===== config.mk =====
export PLATFORM = sky130hd
export DESIGN_NAME = npr_ctrl
export DESIGN_NICKNAME = d
export VERILOG_FILES = /design/src/design/npr_pkg.sv /design/src/design/npr_sync.sv /design/src/design/npr_fifo.sv /design/src/design/npr_ctrl.sv
export VERILOG_INCLUDE_DIRS = /design/src /design/src/design
export SDC_FILE = /design/constraint.sdc
export NUM_CORES = 1
export LEC_CHECK = 0
export ABC_CLOCK_PERIOD_IN_PS = 4330
export BUFFER_PORTS_ARGS = -buffer_cell sky130_fd_sc_hd__buf_2
export CAP_MARGIN = 20
export CORE_ASPECT_RATIO = 0.6
export CORE_MARGIN = 5
export CORE_UTILIZATION = 61
export DETAILED_ROUTE_END_ITERATION = 10
export HOLD_SLACK_MARGIN = 0.03
export PLACE_DENSITY = 0.8
export REMOVE_ABC_BUFFERS = 1
export SKIP_LAST_GASP = 1
export SLEW_MARGIN = 20
export SYNTH_ARGS = -nofsm -noshare
export SYNTH_HDL_FRONTEND = slang
export SYNTH_SLANG_ARGS = --single-unit

===== constraint.sdc =====
create_clock -name i_core_clk -period 4.33 [get_ports i_core_clk]
set_input_delay 0.6495 -clock i_core_clk [delete_from_list [all_inputs] [get_ports i_core_clk]]
set_output_delay 0.6495 -clock i_core_clk [all_outputs]
set_load 0.1 [all_outputs]

===== src/design/npr_consts.svh =====
`ifndef NPR_CONSTS_SVH
`define NPR_CONSTS_SVH

// ---------------------------------------------
// Command bytes
// ---------------------------------------------
`define NPR_CMD_RD_MAIN  8'h00
`define NPR_CMD_RD_HALF  8'h01
`define NPR_CMD_RD_SPARE 8'h50
`define NPR_CMD_LOAD     8'h80
`define NPR_CMD_CONFIRM  8'h10
`define NPR_CMD_COPY     8'h8a
`define NPR_CMD_STATUS   8'h70

// ---------------------------------------------
// Geometry and status layout
// ---------------------------------------------
`define NPR_PAGE_BYTES   528
`define NPR_SPARE_BYTES  16
`define NPR_BLK_PAGES    32
`define NPR_MAIN_PP_MAX  2
`define NPR_SPARE_PP_MAX 3
`define NPR_PLANE_BIT    5
`define NPR_ST_FAIL      0
`define NPR_ST_READY     6
`define NPR_SYNC_LAT     2

// ---------------------------------------------
// Timing, in ns, and cycles at the core rate
// ---------------------------------------------
`define NPR_CLK_MHZ      250
`define NPR_T_RC_NS      50
`define NPR_T_REA_NS     30
`define NPR_T_REH_NS     15
`define NPR_T_WB_NS      100
`define NPR_T_WHR_NS     60
`define NPR_T_CEH_NS     100
`define NPR_CYC(ns)      ((((ns) * `NPR_CLK_MHZ) + 999) / 1000)

`endif


===== src/design/npr_pkg.sv =====
package npr_pkg;

   typedef enum logic [1:0] {
      NPR_OP_READ = 2'h0,
      NPR_OP_PROG = 2'h1,
      NPR_OP_COPY = 2'h2,
      NPR_OP_STAT = 2'h3
   } npr_op_t;

   typedef enum logic [7:0] {
      NPR_ST_IDLE = 8'h01,
      NPR_ST_CMD  = 8'h02,
      NPR_ST_ADDR = 8'h04,
      NPR_ST_WR   = 8'h08,
      NPR_ST_BUSY = 8'h10,
      NPR_ST_RD   = 8'h20,
      NPR_ST_STAT = 8'h40,
      NPR_ST_END  = 8'h80
   } npr_state_t;

endpackage


===== src/design/npr_sync.sv =====
`timescale 1ns/1ps
`default_nettype none
module npr_sync #(
   parameter int WIDTH = 1
) (
   input  wire logic             i_core_clk,
   input  wire logic             i_rst,
   input  wire logic [WIDTH-1:0] i_async,
   output logic      [WIDTH-1:0] o_sync
);
   logic [WIDTH-1:0] meta_q;

   always_ff @(posedge i_core_clk) begin
      if (i_rst) begin
         meta_q <= '0;
         o_sync <= '0;
      end else begin
         meta_q <= i_async;
         o_sync <= meta_q;
      end
   end
endmodule
`default_nettype wire


===== src/design/npr_fifo.sv =====
`timescale 1ns/1ps
`default_nettype none
module npr_fifo #(
   parameter int WIDTH = 8,
   parameter int DEPTH = 32
) (
   input  wire logic             i_core_clk,
   input  wire logic             i_rst,
   input  wire logic             i_valid,
   output logic                  o_ready,
   input  wire logic [WIDTH-1:0] i_data,
   output logic                  o_valid,
   input  wire logic             i_ready,
   output logic      [WIDTH-1:0] o_data
);
   localparam int AW = $clog2(DEPTH);

   logic [WIDTH-1:0] mem_q [DEPTH];
   logic [AW-1:0]    wr_q;
   logic [AW-1:0]    rd_q;
   logic [AW:0]      cnt_q;

   wire push = i_valid && o_ready;
   wire pop  = o_valid && i_ready;

   assign o_ready = cnt_q != (AW+1)'(DEPTH);
   assign o_valid = cnt_q != '0;
   assign o_data  = mem_q[rd_q];

   // ---------------------------------------------
   // Storage
   // ---------------------------------------------
   always_ff @(posedge i_core_clk) begin
      if (push)
         mem_q[wr_q] <= i_data;
   end

   // ---------------------------------------------
   // Pointers and fill level
   // ---------------------------------------------
   always_ff @(posedge i_core_clk) begin
      if (i_rst) begin
         wr_q  <= '0;
         rd_q  <= '0;
         cnt_q <= '0;
      end else begin
         if (push)
            wr_q <= (wr_q == AW'(DEPTH - 1)) ? '0 : wr_q + 1'b1;
         if (pop)
            rd_q <= (rd_q == AW'(DEPTH - 1)) ? '0 : rd_q + 1'b1;
         cnt_q <= cnt_q + (AW+1)'(push) - (AW+1)'(pop);
      end
   end
endmodule
`default_nettype wire


===== src/design/npr_ctrl.sv =====
// Functional notes
// - Main read is 00h plus three addresses.
// - Busy low during load; host waits ready.
// - Each read strobe fall gives next byte.
// - Spare pointer persists until main read command.
// - Host ends sequential read by chip disable.
// - Sequential read stays inside one block.
// - At most two main, three spare partial programs; the code counts them for the last programmed row only.
// - Program is 80h, address, data, then 10h.
// - Copy-back: read source, then 8Ah with target.
// - Copy-back source and target share plane bit.
// - No partial program after copy-back before erase; the code locks only the last copy-back target, until reset.
`timescale 1ns/1ps
`default_nettype none
`include "npr_consts.svh"
module npr_ctrl #(
   parameter int PAGE_BYTES  = `NPR_PAGE_BYTES,
   parameter int SPARE_BYTES = `NPR_SPARE_BYTES,
   parameter int BLK_PAGES   = `NPR_BLK_PAGES,
   parameter int FIFO_DEPTH  = 32
) (
   input  wire logic             i_core_clk,
   input  wire logic             i_rst,
   input  wire logic             i_start,
   input  wire npr_pkg::npr_op_t i_op,
   input  wire logic             i_spare,
   input  wire logic             i_seq,
   input  wire logic [8:0]       i_col,
   input  wire logic [15:0]      i_row,
   input  wire logic [15:0]      i_dst_row,
   input  wire logic [9:0]       i_len,
   input  wire logic [7:0]       i_wdata,
   input  wire logic             i_wvalid,
   output logic                  o_wready,
   output logic      [7:0]       o_rdata,
   output logic                  o_rvalid,
   input  wire logic             i_rready,
   output logic                  o_busy,
   output logic                  o_done,
   output logic                  o_err,
   output logic                  o_fail,
   output logic      [7:0]       o_status,
   output logic                  o_ptr_spare,
   output logic                  o_chip_en_n,
   output logic                  o_cmd_latch,
   output logic                  o_addr_latch,
   output logic                  o_write_strobe_n,
   output logic                  o_read_strobe_bar,
   output logic      [7:0]       o_io_out,
   output logic                  o_io_oe,
   input  wire logic [7:0]       i_io_in,
   input  wire logic             i_ready_busy_n
);
   import npr_pkg::*;

   localparam logic [7:0] T_WC  = 8'(`NPR_CYC(`NPR_T_RC_NS));
   localparam logic [7:0] T_WLO = 8'((`NPR_CYC(`NPR_T_RC_NS) + 1) / 2);
   localparam logic [7:0] T_RLO = 8'(`NPR_CYC(`NPR_T_REA_NS) + `NPR_SYNC_LAT);
   localparam logic [7:0] T_RCY = 8'(1 + `NPR_CYC(`NPR_T_REA_NS) + `NPR_SYNC_LAT
                                     + `NPR_CYC(`NPR_T_REH_NS));
   localparam logic [7:0] T_WB  = 8'(`NPR_CYC(`NPR_T_WB_NS));
   localparam logic [7:0] T_WHR = 8'(`NPR_CYC(`NPR_T_WHR_NS));
   localparam logic [7:0] T_CEH = 8'(`NPR_CYC(`NPR_T_CEH_NS));
   localparam int         BLKB  = $clog2(BLK_PAGES);

   npr_state_t  st_q;
   npr_state_t  st_d;
   npr_op_t     op_q;
   logic [7:0]  cmd_q;
   logic [7:0]  cmd_d;
   logic [9:0]  cnt_q;
   logic [9:0]  cnt_d;
   logic [15:0] row_q;
   logic [15:0] row_d;
   logic [15:0] dst_q;
   logic [8:0]  col_q;
   logic        spare_q;
   logic        seq_q;
   logic [7:0]  tmr_q;
   logic [1:0]  aidx_q;
   logic [7:0]  io_q;
   logic [7:0]  status_q;
   logic        fail_q;
   logic        done_q;
   logic        err_q;
   logic        ptr_spare_q;
   logic        pp_v_q;
   logic [15:0] pp_row_q;
   logic [1:0]  mcnt_q;
   logic [1:0]  scnt_q;
   logic        cb_v_q;
   logic [15:0] cb_row_q;
   logic [8:0]  pins_s;
   logic        f_ready;

   // ---------------------------------------------
   // Pin synchronisers and read-data buffer
   // ---------------------------------------------
   npr_sync #(.WIDTH(9)) u_sync (
      .i_core_clk (i_core_clk),
      .i_rst      (i_rst),
      .i_async    ({i_ready_busy_n, i_io_in}),
      .o_sync     (pins_s)
   );

   wire       rb_s  = pins_s[8];
   wire [7:0] io_s  = pins_s[7:0];

   wire in_idle = st_q == NPR_ST_IDLE;
   wire in_cmd  = st_q == NPR_ST_CMD;
   wire in_addr = st_q == NPR_ST_ADDR;
   wire in_wr   = st_q == NPR_ST_WR;
   wire in_busy = st_q == NPR_ST_BUSY;
   wire in_rd   = st_q == NPR_ST_RD;
   wire in_stat = st_q == NPR_ST_STAT;
   wire in_end  = st_q == NPR_ST_END;
   wire wr_st   = in_cmd || in_addr || in_wr;

   wire [7:0] rph     = in_stat ? tmr_q - T_WHR : tmr_q;
   wire       wr_last = tmr_q == T_WC - 8'h01;
   wire       rd_last = rph == T_RCY - 8'h01;
   wire       busy_ok = tmr_q >= T_WB && rb_s;
   wire       push    = in_rd && rd_last;

   npr_fifo #(.WIDTH(8), .DEPTH(FIFO_DEPTH)) u_fifo (
      .i_core_clk (i_core_clk),
      .i_rst      (i_rst),
      .i_valid    (push),
      .o_ready    (f_ready),
      .i_data     (io_s),
      .o_valid    (o_rvalid),
      .i_ready    (i_rready),
      .o_data     (o_rdata)
   );

   // ---------------------------------------------
   // Request checks
   // ---------------------------------------------
   wire       same_row  = pp_v_q && pp_row_q == i_row;
   wire [1:0] main_n    = same_row ? mcnt_q : 2'h0;
   wire [1:0] spare_n   = same_row ? scnt_q : 2'h0;
   wire       prog_full = i_spare ? spare_n >= 2'(`NPR_SPARE_PP_MAX)
                                  : main_n >= 2'(`NPR_MAIN_PP_MAX);
   wire       cb_hit    = cb_v_q && cb_row_q == i_row;
   wire       plane_ok  = i_row[`NPR_PLANE_BIT] == i_dst_row[`NPR_PLANE_BIT];
   wire       len_ok    = i_len != 10'h0 && i_len <= 10'(PAGE_BYTES);
   wire       acc_ok    = (i_op == NPR_OP_PROG) ? !prog_full && !cb_hit && len_ok
                        : (i_op == NPR_OP_COPY) ? plane_ok : 1'b1;
   wire       accept    = in_idle && i_start && acc_ok;
   wire       refuse    = in_idle && i_start && !acc_ok;

   wire [7:0] ptr_cmd  = (i_op == NPR_OP_COPY) ? `NPR_CMD_RD_MAIN
                       : i_spare ? `NPR_CMD_RD_SPARE
                       : i_col[8] ? `NPR_CMD_RD_HALF : `NPR_CMD_RD_MAIN;
   wire [9:0] area_len = i_spare ? 10'(SPARE_BYTES) - {6'h0, i_col[3:0]}
                                 : 10'(PAGE_BYTES) - {1'b0, i_col};
   wire       is_ptr   = cmd_q == `NPR_CMD_RD_MAIN || cmd_q == `NPR_CMD_RD_HALF
                      || cmd_q == `NPR_CMD_RD_SPARE;

   // ---------------------------------------------
   // Byte to drive on the bus
   // ---------------------------------------------
   wire [15:0] row_cur   = (cmd_q == `NPR_CMD_COPY) ? dst_q : row_q;
   wire [7:0]  col_byte  = (op_q == NPR_OP_COPY) ? 8'h00
                         : spare_q ? {4'h0, col_q[3:0]} : col_q[7:0];
   wire [7:0]  addr_byte = (aidx_q == 2'h0) ? col_byte
                         : (aidx_q == 2'h1) ? row_cur[7:0] : row_cur[15:8];
   wire [7:0]  byte_sel  = in_cmd ? cmd_q : in_addr ? addr_byte : i_wdata;
   wire        io_ld     = wr_st && tmr_q == 8'h00 && (!in_wr || i_wvalid);

   // ---------------------------------------------
   // Strobe timer
   // ---------------------------------------------
   wire step = (wr_st && wr_last) || ((in_rd || in_stat) && rd_last)
            || (in_busy && busy_ok) || (in_end && tmr_q == T_CEH - 8'h01);
   wire hold = in_idle || (in_busy && tmr_q >= T_WB)
            || (tmr_q == 8'h00 && ((in_wr && !i_wvalid) || (in_rd && !f_ready)));
   wire [7:0] tmr_d  = (step || st_d != st_q) ? 8'h00 : hold ? tmr_q : tmr_q + 8'h01;
   wire [1:0] aidx_d = !in_addr ? 2'h0 : step ? aidx_q + 2'h1 : aidx_q;

   // ---------------------------------------------
   // Sequencer
   // ---------------------------------------------
   always_comb begin
      st_d  = st_q;
      cmd_d = cmd_q;
      cnt_d = cnt_q;
      row_d = row_q;
      unique case (st_q)
         NPR_ST_IDLE: begin
            if (accept) begin
               st_d  = NPR_ST_CMD;
               cmd_d = (i_op == NPR_OP_STAT) ? `NPR_CMD_STATUS : ptr_cmd;
               cnt_d = (i_op == NPR_OP_PROG) ? i_len : area_len;
               row_d = i_row;
            end
         end
         NPR_ST_CMD: begin
            if (step) begin
               if (cmd_q == `NPR_CMD_STATUS)
                  st_d = NPR_ST_STAT;
               else if (cmd_q == `NPR_CMD_CONFIRM)
                  st_d = NPR_ST_BUSY;
               else if (is_ptr && op_q == NPR_OP_PROG)
                  cmd_d = `NPR_CMD_LOAD;
               else
                  st_d = NPR_ST_ADDR;
            end
         end
         NPR_ST_ADDR: begin
            if (step && aidx_q == 2'h2)
               st_d = (cmd_q == `NPR_CMD_LOAD) ? NPR_ST_WR : NPR_ST_BUSY;
         end
         NPR_ST_WR: begin
            if (step) begin
               cnt_d = cnt_q - 10'h001;
               if (cnt_q == 10'h001) begin
                  cmd_d = `NPR_CMD_CONFIRM;
                  st_d  = NPR_ST_CMD;
               end
            end
         end
         NPR_ST_BUSY: begin
            if (step) begin
               if (op_q == NPR_OP_READ)
                  st_d = NPR_ST_RD;
               else begin
                  st_d  = NPR_ST_CMD;
                  cmd_d = (op_q == NPR_OP_COPY && is_ptr) ? `NPR_CMD_COPY
                                                          : `NPR_CMD_STATUS;
               end
            end
         end
         NPR_ST_RD: begin
            if (step) begin
               cnt_d = cnt_q - 10'h001;
               if (cnt_q == 10'h001) begin
                  if (seq_q && row_q[BLKB-1:0] != {BLKB{1'b1}}) begin
                     row_d = row_q + 16'h0001;
                     cnt_d = spare_q ? 10'(SPARE_BYTES) : 10'(PAGE_BYTES);
                     st_d  = NPR_ST_BUSY;
                  end else
                     st_d = NPR_ST_END;
               end
            end
         end
         NPR_ST_STAT: begin
            if (step)
               st_d = NPR_ST_END;
         end
         NPR_ST_END: begin
            if (step)
               st_d = NPR_ST_IDLE;
         end
         default: st_d = NPR_ST_IDLE;
      endcase
   end

   always_ff @(posedge i_core_clk) begin
      if (i_rst) begin
         st_q   <= NPR_ST_IDLE;
         cmd_q  <= `NPR_CMD_RD_MAIN;
         cnt_q  <= 10'h000;
         row_q  <= 16'h0000;
         tmr_q  <= 8'h00;
         aidx_q <= 2'h0;
      end else begin
         st_q   <= st_d;
         cmd_q  <= cmd_d;
         cnt_q  <= cnt_d;
         row_q  <= row_d;
         tmr_q  <= tmr_d;
         aidx_q <= aidx_d;
      end
   end

   // ---------------------------------------------
   // Request capture and bus byte
   // ---------------------------------------------
   always_ff @(posedge i_core_clk) begin
      if (i_rst) begin
         op_q    <= NPR_OP_READ;
         spare_q <= 1'b0;
         seq_q   <= 1'b0;
         col_q   <= 9'h000;
         dst_q   <= 16'h0000;
         io_q    <= 8'h00;
      end else begin
         if (accept) begin
            op_q    <= i_op;
            spare_q <= i_spare;
            seq_q   <= i_seq;
            col_q   <= i_col;
            dst_q   <= i_dst_row;
         end
         if (io_ld)
            io_q <= byte_sel;
      end
   end

   // ---------------------------------------------
   // Program bookkeeping
   // ---------------------------------------------
   always_ff @(posedge i_core_clk) begin
      if (i_rst) begin
         pp_v_q   <= 1'b0;
         pp_row_q <= 16'h0000;
         mcnt_q   <= 2'h0;
         scnt_q   <= 2'h0;
         cb_v_q   <= 1'b0;
         cb_row_q <= 16'h0000;
      end else if (accept && i_op == NPR_OP_PROG) begin
         pp_v_q   <= 1'b1;
         pp_row_q <= i_row;
         mcnt_q   <= main_n + {1'b0, !i_spare};
         scnt_q   <= spare_n + {1'b0, i_spare};
      end else if (accept && i_op == NPR_OP_COPY) begin
         cb_v_q   <= 1'b1;
         cb_row_q <= i_dst_row;
      end
   end

   // ---------------------------------------------
   // Status and flags
   // ---------------------------------------------
   always_ff @(posedge i_core_clk) begin
      if (i_rst) begin
         status_q    <= 8'h00;
         fail_q      <= 1'b0;
         done_q      <= 1'b0;
         err_q       <= 1'b0;
         ptr_spare_q <= 1'b0;
      end else begin
         done_q <= in_end && step;
         err_q  <= refuse;
         if (in_stat && step) begin
            status_q <= io_s;
            fail_q   <= io_s[`NPR_ST_FAIL];
         end
         if (in_cmd && step && cmd_q == `NPR_CMD_RD_SPARE)
            ptr_spare_q <= 1'b1;
         else if (in_cmd && step && cmd_q == `NPR_CMD_RD_MAIN)
            ptr_spare_q <= 1'b0;
      end
   end

   // ---------------------------------------------
   // Outputs
   // ---------------------------------------------
   assign o_wready          = in_wr && tmr_q == 8'h00;
   assign o_busy            = !in_idle;
   assign o_done            = done_q;
   assign o_err             = err_q;
   assign o_fail            = fail_q;
   assign o_status          = status_q;
   assign o_ptr_spare       = ptr_spare_q;
   assign o_chip_en_n       = in_idle || in_end;
   assign o_cmd_latch       = in_cmd;
   assign o_addr_latch      = in_addr;
   assign o_write_strobe_n  = !(wr_st && tmr_q >= 8'h01 && tmr_q <= T_WLO);
   assign o_read_strobe_bar = !((in_rd || in_stat) && rph >= 8'h01 && rph <= T_RLO);
   assign o_io_out          = io_q;
   assign o_io_oe           = wr_st;
endmodule
`default_nettype wire


Yosys cells after proc, flatten, opt, wreduce, memory -nomap -nowiden --
Memories as Yosys holds them, arrays and structs flattened. A register that Yosys moved wholly into a read port is not among the register bits. Cells that the tools add are included.
Storage, ports and cells: memories 1, bits in writable memories 256, latch bits 0, output and inout bits 37, word-level logic and storage cells 242, ROM bits 0, bits in registers 172
Cells by class: add/sub/neg operators 13, bitwise gates (word level) 2, shift-type cells 0, $mul 0, eq/ne operators 45, multiplexer cells 67, magnitude comparators 8, divide/modulo/power cells 0, reduce and logical (&&, ||, !) cells 78
Memory list:
- u_fifo.mem_q | depth 32, width 8, read ports 1, clocked after memory_dff 1, write ports 1, line npr_fifo.sv:18 | logic [WIDTH-1:0] mem_q [DEPTH];
Operators with widths (count):
- 8-bit two-way mux | 31
- 10-bit two-way mux | 8
- 16-bit two-way mux | 5
- 8-bit one-hot mux with 8 select lines | 1
- 1-bit logical AND | 38
- 16-bit == test | 2
- 16-bit one-hot mux with 2 select lines | 1
- 8-bit one-hot mux with 4 select lines | 1
- 10-bit one-hot mux with 3 select lines | 1
- 5-bit two-way mux | 5
- 8-bit by 4-bit == test with 1-bit output, second input constant | 3
- 8-bit by 5-bit == test with 1-bit output, second input constant | 3
- 8-bit by 7-bit == test with 1-bit output, second input constant | 3
- 8-bit == test, second input constant | 3
- 7-bit two-way mux | 3
- 2-bit by 1-bit != test with 1-bit output, second input constant | 9
- 16-bit by 1-bit adder with 16-bit output, second input constant | 1
- 8-bit by 1-bit == test with 1-bit output, second input constant | 2
- 8-bit by 1-bit >= comparator with 1-bit output, second input constant | 2
- 8-bit zero test | 2
- 1-bit logical OR | 14
- 5-bit by 1-bit adder with 5-bit output, second input constant | 2
- 10-bit by 1-bit == test with 1-bit output, second input constant | 1
- 5-bit == test, second input constant | 2
- other kinds (40) | 70

Logic depth before layout (Yosys ltp) --
Gate-level depths: netlist (run 1).
depth after elaboration 15, mapped depth 17, gate-level depth less buffers 17

Hierarchy --
From an unflattened synthesis (run 1), not the netlist that was laid out.
Unflattened totals: cell total of the unflattened synthesis 1634, area total of the unflattened synthesis 19881.6 um^2
Modules (own cells, without submodules):
- npr_fifo | area an instance 11096.9 um^2, seq. area each 8107.8 um^2, times used 1, cells each 626
- npr_ctrl | area an instance 8295.5 um^2, seq. area each 2702.6 um^2, times used 1, cells each 971
- npr_sync | area an instance 489.2 um^2, seq. area each 360.3 um^2, times used 1, cells each 37

Worst setup path before layout (run 1) --
OpenSTA, ideal clock, no wires.
path kind reg2out, start point reg st_q[0], end point out o_read_strobe_bar, stages on the path, launching flop included 8, data required time 3.681 ns, buffers on the path 2, path slack 0.650 ns, data arrival time 3.031 ns, cell sequence dfxtp_1 > buf_4 > nor4_4 > and4_1 > buf_4 > nand3_1 > xnor2_1 > o2111ai_1
Between the ends: longest elaborated chain between the ends 6, elaborated cells between the ends (all ways) 9, classes of those cells 2 x order compare; 2 x eq/ne; 1 x mux; 4 x reduce/logical
RTL lines:
- start, declared | line npr_ctrl.sv:66 | npr_state_t st_q;
- start signal, assigned | line npr_ctrl.sv:268 | st_q <= st_d;
- 8-bit by 7-bit == test with 1-bit output | line npr_ctrl.sv:115 | wire in_stat = st_q == NPR_ST_STAT;
- 8-bit two-way mux | line npr_ctrl.sv:119 | wire [7:0] rph = in_stat ? tmr_q - T_WHR : tmr_q;
- 8-bit by 1-bit >= comparator with 1-bit output | line npr_ctrl.sv:361 | assign o_read_strobe_bar = !((in_rd || in_stat) && rph >= 8'h01 && rph <= T_RLO);
- 1-bit logical AND | line npr_ctrl.sv:361
- 1-bit logical AND * | line npr_ctrl.sv:361
- 1-bit zero test * | line npr_ctrl.sv:361
- end, declared | line npr_ctrl.sv:48 | output logic o_read_strobe_bar,
Mark *: on every way between the ends. The rest lies on a longest branch, timed or not.

Worst setup path in the final report (run 1) --
start point reg st_q[1], end point out o_read_strobe_bar
The elaborated chain is that of the path after synthesis.

==> results.cfg, run 1 <==
[outcome]
status = finished clean

[cts]
cts_setup_buffers = 0
cts_buffer_depth = 3
post_cts_resized = 0
postCtsHoldBufs = 0
htreeDepth = 2
cts_inserted_buffers = 39
cts.clk_slew.worst_paths_ns = 0.07
cts_root_buf = clkbuf_16
clock_latency_ns = 0.54
cts.sinks = 430
cts_tree = done

[synth]
syn_area_per_cell_um2 = 12.28
synth_flop_cell = edfxtp_1
synth_area_leaders = edfxtp_1, dfxtp_1, mux4_2
seq_area_frac_synth_pct = 57.91
synth_warnings = 0
netlist-cell-type-count = 76
yosys.area.top_type = edfxtp_1
synthesis.area_um2 = 19290
yosys.area.top_type_share_pct = 39.85
synth-edff-count = 256
ys_ff_latch = 430
syn_inst = 1571
postSynth.asyncResetShare_pct = 0

[critical_path]
path_cells = nor4_4 > and4_1 > nand3_1 > xnor2_1 > o311ai_0 > o2111ai_1 > buf_2
end_kind = primary output
r2r_setup_slack_ns = 0.57
cp_data_arrival_time_ns = 3.18
path_class = reg2out
crit_path_top_delay_cell = nor4_4
r2r_end = u_fifo.mem_q[22][5]$_DFFE_PP_
crit_path_start = st_q[1]$_SDFF_PP0_
r2r.worst_path.cells = 7
worst_path_largest_cell_delay_ns = 0.56
worstPathRequired_ns = 3.68
r2r-start = st_q[1]$_SDFF_PP0_
cp-endpoint = o_read_strobe_bar
crit_fanout = 10
startpoint_type = flip-flop

[global_route]
overflow = 0
grt_max_degree = 71
antenna_found_initial = 1
grt_first_pass_wirelength_um = 78350
grt.total_usage_pct = 28.86
use_met2_pct = 38.90
grt_pass1_vias = 12840
use_met1_pct = 46.10
met3_usage_pct = 9.827
top_usage_layer = met1

[die]
row_count = 50
die-area_um2 = 35400
io_pins = 114
initial_utilization_pct = 61.92
die_w_um = 239.6
die_h_um = 147.7
coreArea_um2 = 31150

[detailed_routing]
ant_nets = 0
dr.pass1.iters = 6
vias_per_cell = 6.567
wl_um = 51390
vias = 13810
drcViolationCount = 0
drtIter0Drc = 2204
wl_per_cell_um = 24.44

[sta]
hold_viol = 0
worst_pin_slew_ns = 1.051
fmax_ghz = 0.2614
maxSlewHeadroom_pct = 29.95
slew_violations = 0
fin_skew_ns = 0.02600
finalSetupViolCount = 0
finalCritPeriodShare_pct = 88.34
rsz0062_at_grt = no
final.min_clock_period_ns = 3.825
final.setup.tns_ns = 0

[finish]
final_cell_mix = edfxtp_1, dfxtp_1, nor2_1
layout_commonest_cell = edfxtp_1
fin_nets = 1767
drive_gt1_share_pct = 19.21
instances_no_fill = 2103
area_delta_synth_final_pct = 11.10
fillCellCount = 2147
antennaDiodeCount = 0

[hold_path]
hp-class = in2reg
hp-start = i_io_in[1]

[placement]
dpl.hpwl_um = 34900
numPortBuffers = 113
gp_congestion = 0.9180
placed_cells = 2033

[pwr]
peakVddDrop_mv = 0.3489
powerDensity_nw_per_um2 = 462.3
leakage_nw = 8.043

[run]
drv_cap = 0
-- cells by family (layout without fill, tap and decap cells) --
| logic type | count (synthesis) | in the layout | synth area share (%) |
|---|---|---|---|
| simple gates | 513 | 513 | 12.78 |
| mux | 144 | 144 | 13.24 |
| fa+ha+maj | 31 | 31 | 2.050 |
| buf+inv | 133 | 249 | 2.737 |
| compound gates | 260 | 260 | 8.556 |
| flops | 430 | 430 | 57.91 |
| xor+xnor | 60 | 60 | 2.724 |
-- layout make-up --
| class | count | area (µm²) | share of cell area, % |
|---|---|---|---|
| clock inverters | 19 | 122.6 | 0.5721 |
| well taps | 416 | 520.5 | 2.429 |
| repair buffers | 142 | 810.8 | 3.783 |
| multi-input cells | 1008 | 7600 | 35.46 |
| flip-flops and latches | 430 | 11180 | 52.15 |
| inverters | 38 | 142.6 | 0.6655 |
| clock buffers | 50 | 1059 | 4.939 |
-- synthesized netlist by cell type, drive strengths merged, types with 30 or more instances --
master and n:
inv 37, clkbuf 69, ha 30, dfxtp 174, xor2 38, a21oi 93
nor3 30, o21ai 55, nand3 32, nand2 147, mux2i 47, nor2 165
edfxtp 256, mux4 88
-- how the worst min path moves through the flow --
stage,to,slack [ns],cells after the start
2_1_floorplan,u_sync.o_sync[0]$_SDFF_PP0_,0.41,1
3_3_place_gp,u_sync.o_sync[1]$_SDFF_PP0_,0.42,1
3_5_place_dp,u_sync.o_sync[7]$_SDFF_PP0_,0.43,1
4_1_cts,u_sync.meta_q[1]$_SDFF_PP0_,0.30,2
5_1_grt,u_sync.meta_q[4]$_SDFF_PP0_,0.33,2
6_report,u_sync.meta_q[1]$_SDFF_PP0_,0.31,2
-- metal layers --
metal	part of all wire [%]	up-vias	routed length [µm]
li1	-	6040	-
met1	43	6793	22160
met2	41	896	21080
met3	14	79	7316
met4	1.6	2	823
met5	0.025	-	13
-- critical path: cells and delay by family, from the launching register on --
| family | cells | cell delay [ns] |
|---|---|---|
| xor gates and xnor gates | 1 | 0.21 |
| and+or+nand+nor | 3 | 1.11 |
| DFF | 1 | 0.43 |
| AOI/OAI and AO/OA | 2 | 0.39 |
| buffers and inverters | 1 | 0.50 |
-- sequential cells by signal, indices dropped and copies added (netlist names), 9 cells and up, named ones only --
name and count:
u_sync.o_sync 9, u_fifo.mem_q 256, cb_row_q 16, pp_row_q 16, dst_q 16, cnt_q 10
row_q 16, u_sync.meta_q 9
-- stage by stage --
| step | total power, W | hold slack [ns] | area (µm²) | setup WS (ns) | utilization (%) |
|---|---|---|---|---|---|
| after detailed placement | 0.006662 | 0.4264 | 20240 | 0.6906 | 64.97 |
| after CTS | 0.009905 | 0.3015 | 21420 | 0.5118 | 68.76 |
| after floorplan | 0.006106 | 0.4138 | 18900 | -0.6411 | - |
| after global routing | 0.01031 | 0.3279 | 21430 | 0.3316 | 68.79 |
| final | 0.009909 | 0.3127 | 21430 | 0.5047 | 68.79 |
| after global placement | 0.006592 | 0.4181 | 20240 | 0.7951 | 64.97 |
-- power by group --
group          internal [W]  switching, W  total [W]
sequential          0.00448      0.000206    0.00469
combinational      0.000697       0.00125    0.00194
clock               0.00175       0.00153    0.00328
total               0.00693       0.00298    0.00991
No activity file was read; power rests on OpenSTA's default activity.
==> run 2: changes to the inputs <==
--- a/config.mk
+++ b/config.mk
@@ -10,7 +10,7 @@
 export BUFFER_PORTS_ARGS = -buffer_cell sky130_fd_sc_hd__buf_2
 export CAP_MARGIN = 20
 export CORE_ASPECT_RATIO = 0.6
-export CORE_MARGIN = 5
+export CORE_MARGIN = 10
 export CORE_UTILIZATION = 61
 export DETAILED_ROUTE_END_ITERATION = 10
 export HOLD_SLACK_MARGIN = 0.03
==> run 2 against run 1 <==
  * Sequential cell count is the same
  * Sequential power grew 0.9%
  * Utilization grew 0.50 points
  * Register-to-register slack lost 0.15 ns
  * Cell count grew 0.29%
  * Setup slack lost 0.11 ns
  * Sequential share of layout area shrank 0.36 points
==> results.cfg, run 2 (synthesis results as in run 1) <==
[outcome]
status = finished clean

[global_route]
grt_max_degree = 80
antenna_found_initial = 1
overflow = 0
grt_first_pass_wirelength_um = 78650
grt.total_usage_pct = 25.72
grt_pass1_vias = 13010

[placement]
numPortBuffers = 113
dpl.hpwl_um = 35200
place_area_um2 = 20290
placed_cells = 2039
gp_congestion = 0.9538

[sta]
hold_viol = 0
rsz0062_at_grt = no
fmax_ghz = 0.2544
fin_skew_ns = 0.02184
finalSetupViolCount = 0
slew_violations = 0
finalCritPeriodShare_pct = 90.80
final.min_clock_period_ns = 3.932
final.setup.tns_ns = 0
maxSlewHeadroom_pct = 30.96
worst_pin_slew_ns = 1.036

[critical_path]
end_kind = primary output
path_class = reg2out
cp_data_arrival_time_ns = 3.28
crit_fanout = 10
startpoint_type = flip-flop
worstPathRequired_ns = 3.68

[detailed_routing]
ant_nets = 0
met3_length_um = 7655
wl_um = 51720
dr.pass1.iters = 5
wl_met2_um = 21630
vias = 13840
top_layer = met4
drt-met1-wl_um = 21650
wl_per_cell_um = 24.53
vias_per_cell = 6.560
drcViolationCount = 0
drtIter0Drc = 1978

[die]
io_pins = 114
die-area_um2 = 39370
initial_utilization_pct = 61.92
die_h_um = 157.7
coreArea_um2 = 31150
die_w_um = 249.6
row_count = 50

[finish]
drive_gt1_share_pct = 20.08
area_delta_synth_final_pct = 11.92
antennaDiodeCount = 0
final_cell_mix = edfxtp_1, dfxtp_1, nor2_1
fin_nets = 1772
multi_input_area_um2 = 7600
fillCellCount = 2096
instances_no_fill = 2109
fin_area_um2 = 21590
largest_reg_flops = 256
largest-register = u_fifo.mem_q
final_core_util_pct = 69.29
regArea_um2 = 11180
layout_commonest_cell = edfxtp_1

[cts]
htreeDepth = 2
cts_tree = done
cts_root_buf = clkbuf_16
postCtsHoldBufs = 0
cts.clk_slew.worst_paths_ns = 0.07
cts.sinks = 430
cts_setup_buffers = 0
cts_buffer_depth = 3
post_cts_resized = 0
cts_inserted_buffers = 38
clock_latency_ns = 0.54

[pwr]
leakage_nw = 8.146
powerDensity_nw_per_um2 = 473.2
power.total_w = 0.01022
peakVddDrop_mv = 0.3453

[run]
drv_cap = 0

[hold_path]
hp-class = in2reg
run 2: per-stage QoR:
step	hold slack, ns	setup slack (ns)
after global routing	0.3375	0.2130
after global placement	0.4168	0.8214
after CTS	0.3095	0.4235
final	0.3192	0.3985
after detailed placement	0.4230	0.6102
after floorplan	0.4138	-0.6411
run 2: final cells by class:
type / instances / area share [%]
clock buffers: 53 / 5.152
flip-flops and latches: 430 / 51.79
well taps: 416 / 2.411
repair buffers: 148 / 3.964
inverters: 38 / 0.6607
clock inverters: 16 / 0.8172
multi-input cells: 1008 / 35.20
run 2: final timing paths:
| check | cells past startpoint | end | slack [ns] | startpoint |
|---|---|---|---|---|
| hold reg to reg | 1 | u_sync.o_sync[1]$_SDFF_PP0_ | 0.43 | u_sync.meta_q[1]$_SDFF_PP0_ |
| hold / removal | 2 | u_sync.meta_q[8]$_SDFF_PP0_ | 0.32 | i_ready_busy_n |
| setup reg to reg | 10 | tmr_q[0]$_SDFFE_PP0N_ | 0.42 | tmr_q[1]$_SDFFE_PP0N_ |
| setup / recovery | 7 | o_read_strobe_bar | 0.40 | st_q[1]$_SDFF_PP0_ |
run 2: critical path, cell delays in order, from the launching register on:
cell and delay (ns):
dfxtp_1 0.42, nor4_4 0.59, and4_1 0.44, nand3_1 0.13, xnor2_1 0.23, o311ai_0 0.19, o2111ai_1 0.23, buf_2 0.50
run 2: per-layer routing:
layer	up-vias	GRT usage, %
li1	6052	-
met1	6781	37.66
met2	924	35.96
met3	78	9.453
met4	0	5.030
met5	-	0
run 2: where the power goes:
| group | internal [W] | switching, W |
|---|---|---|
| Clock | 0.00200 | 0.00154 |
| Combinational | 0.000701 | 0.00125 |
| Sequential | 0.00448 | 0.000243 |
| Total | 0.00718 | 0.00303 |
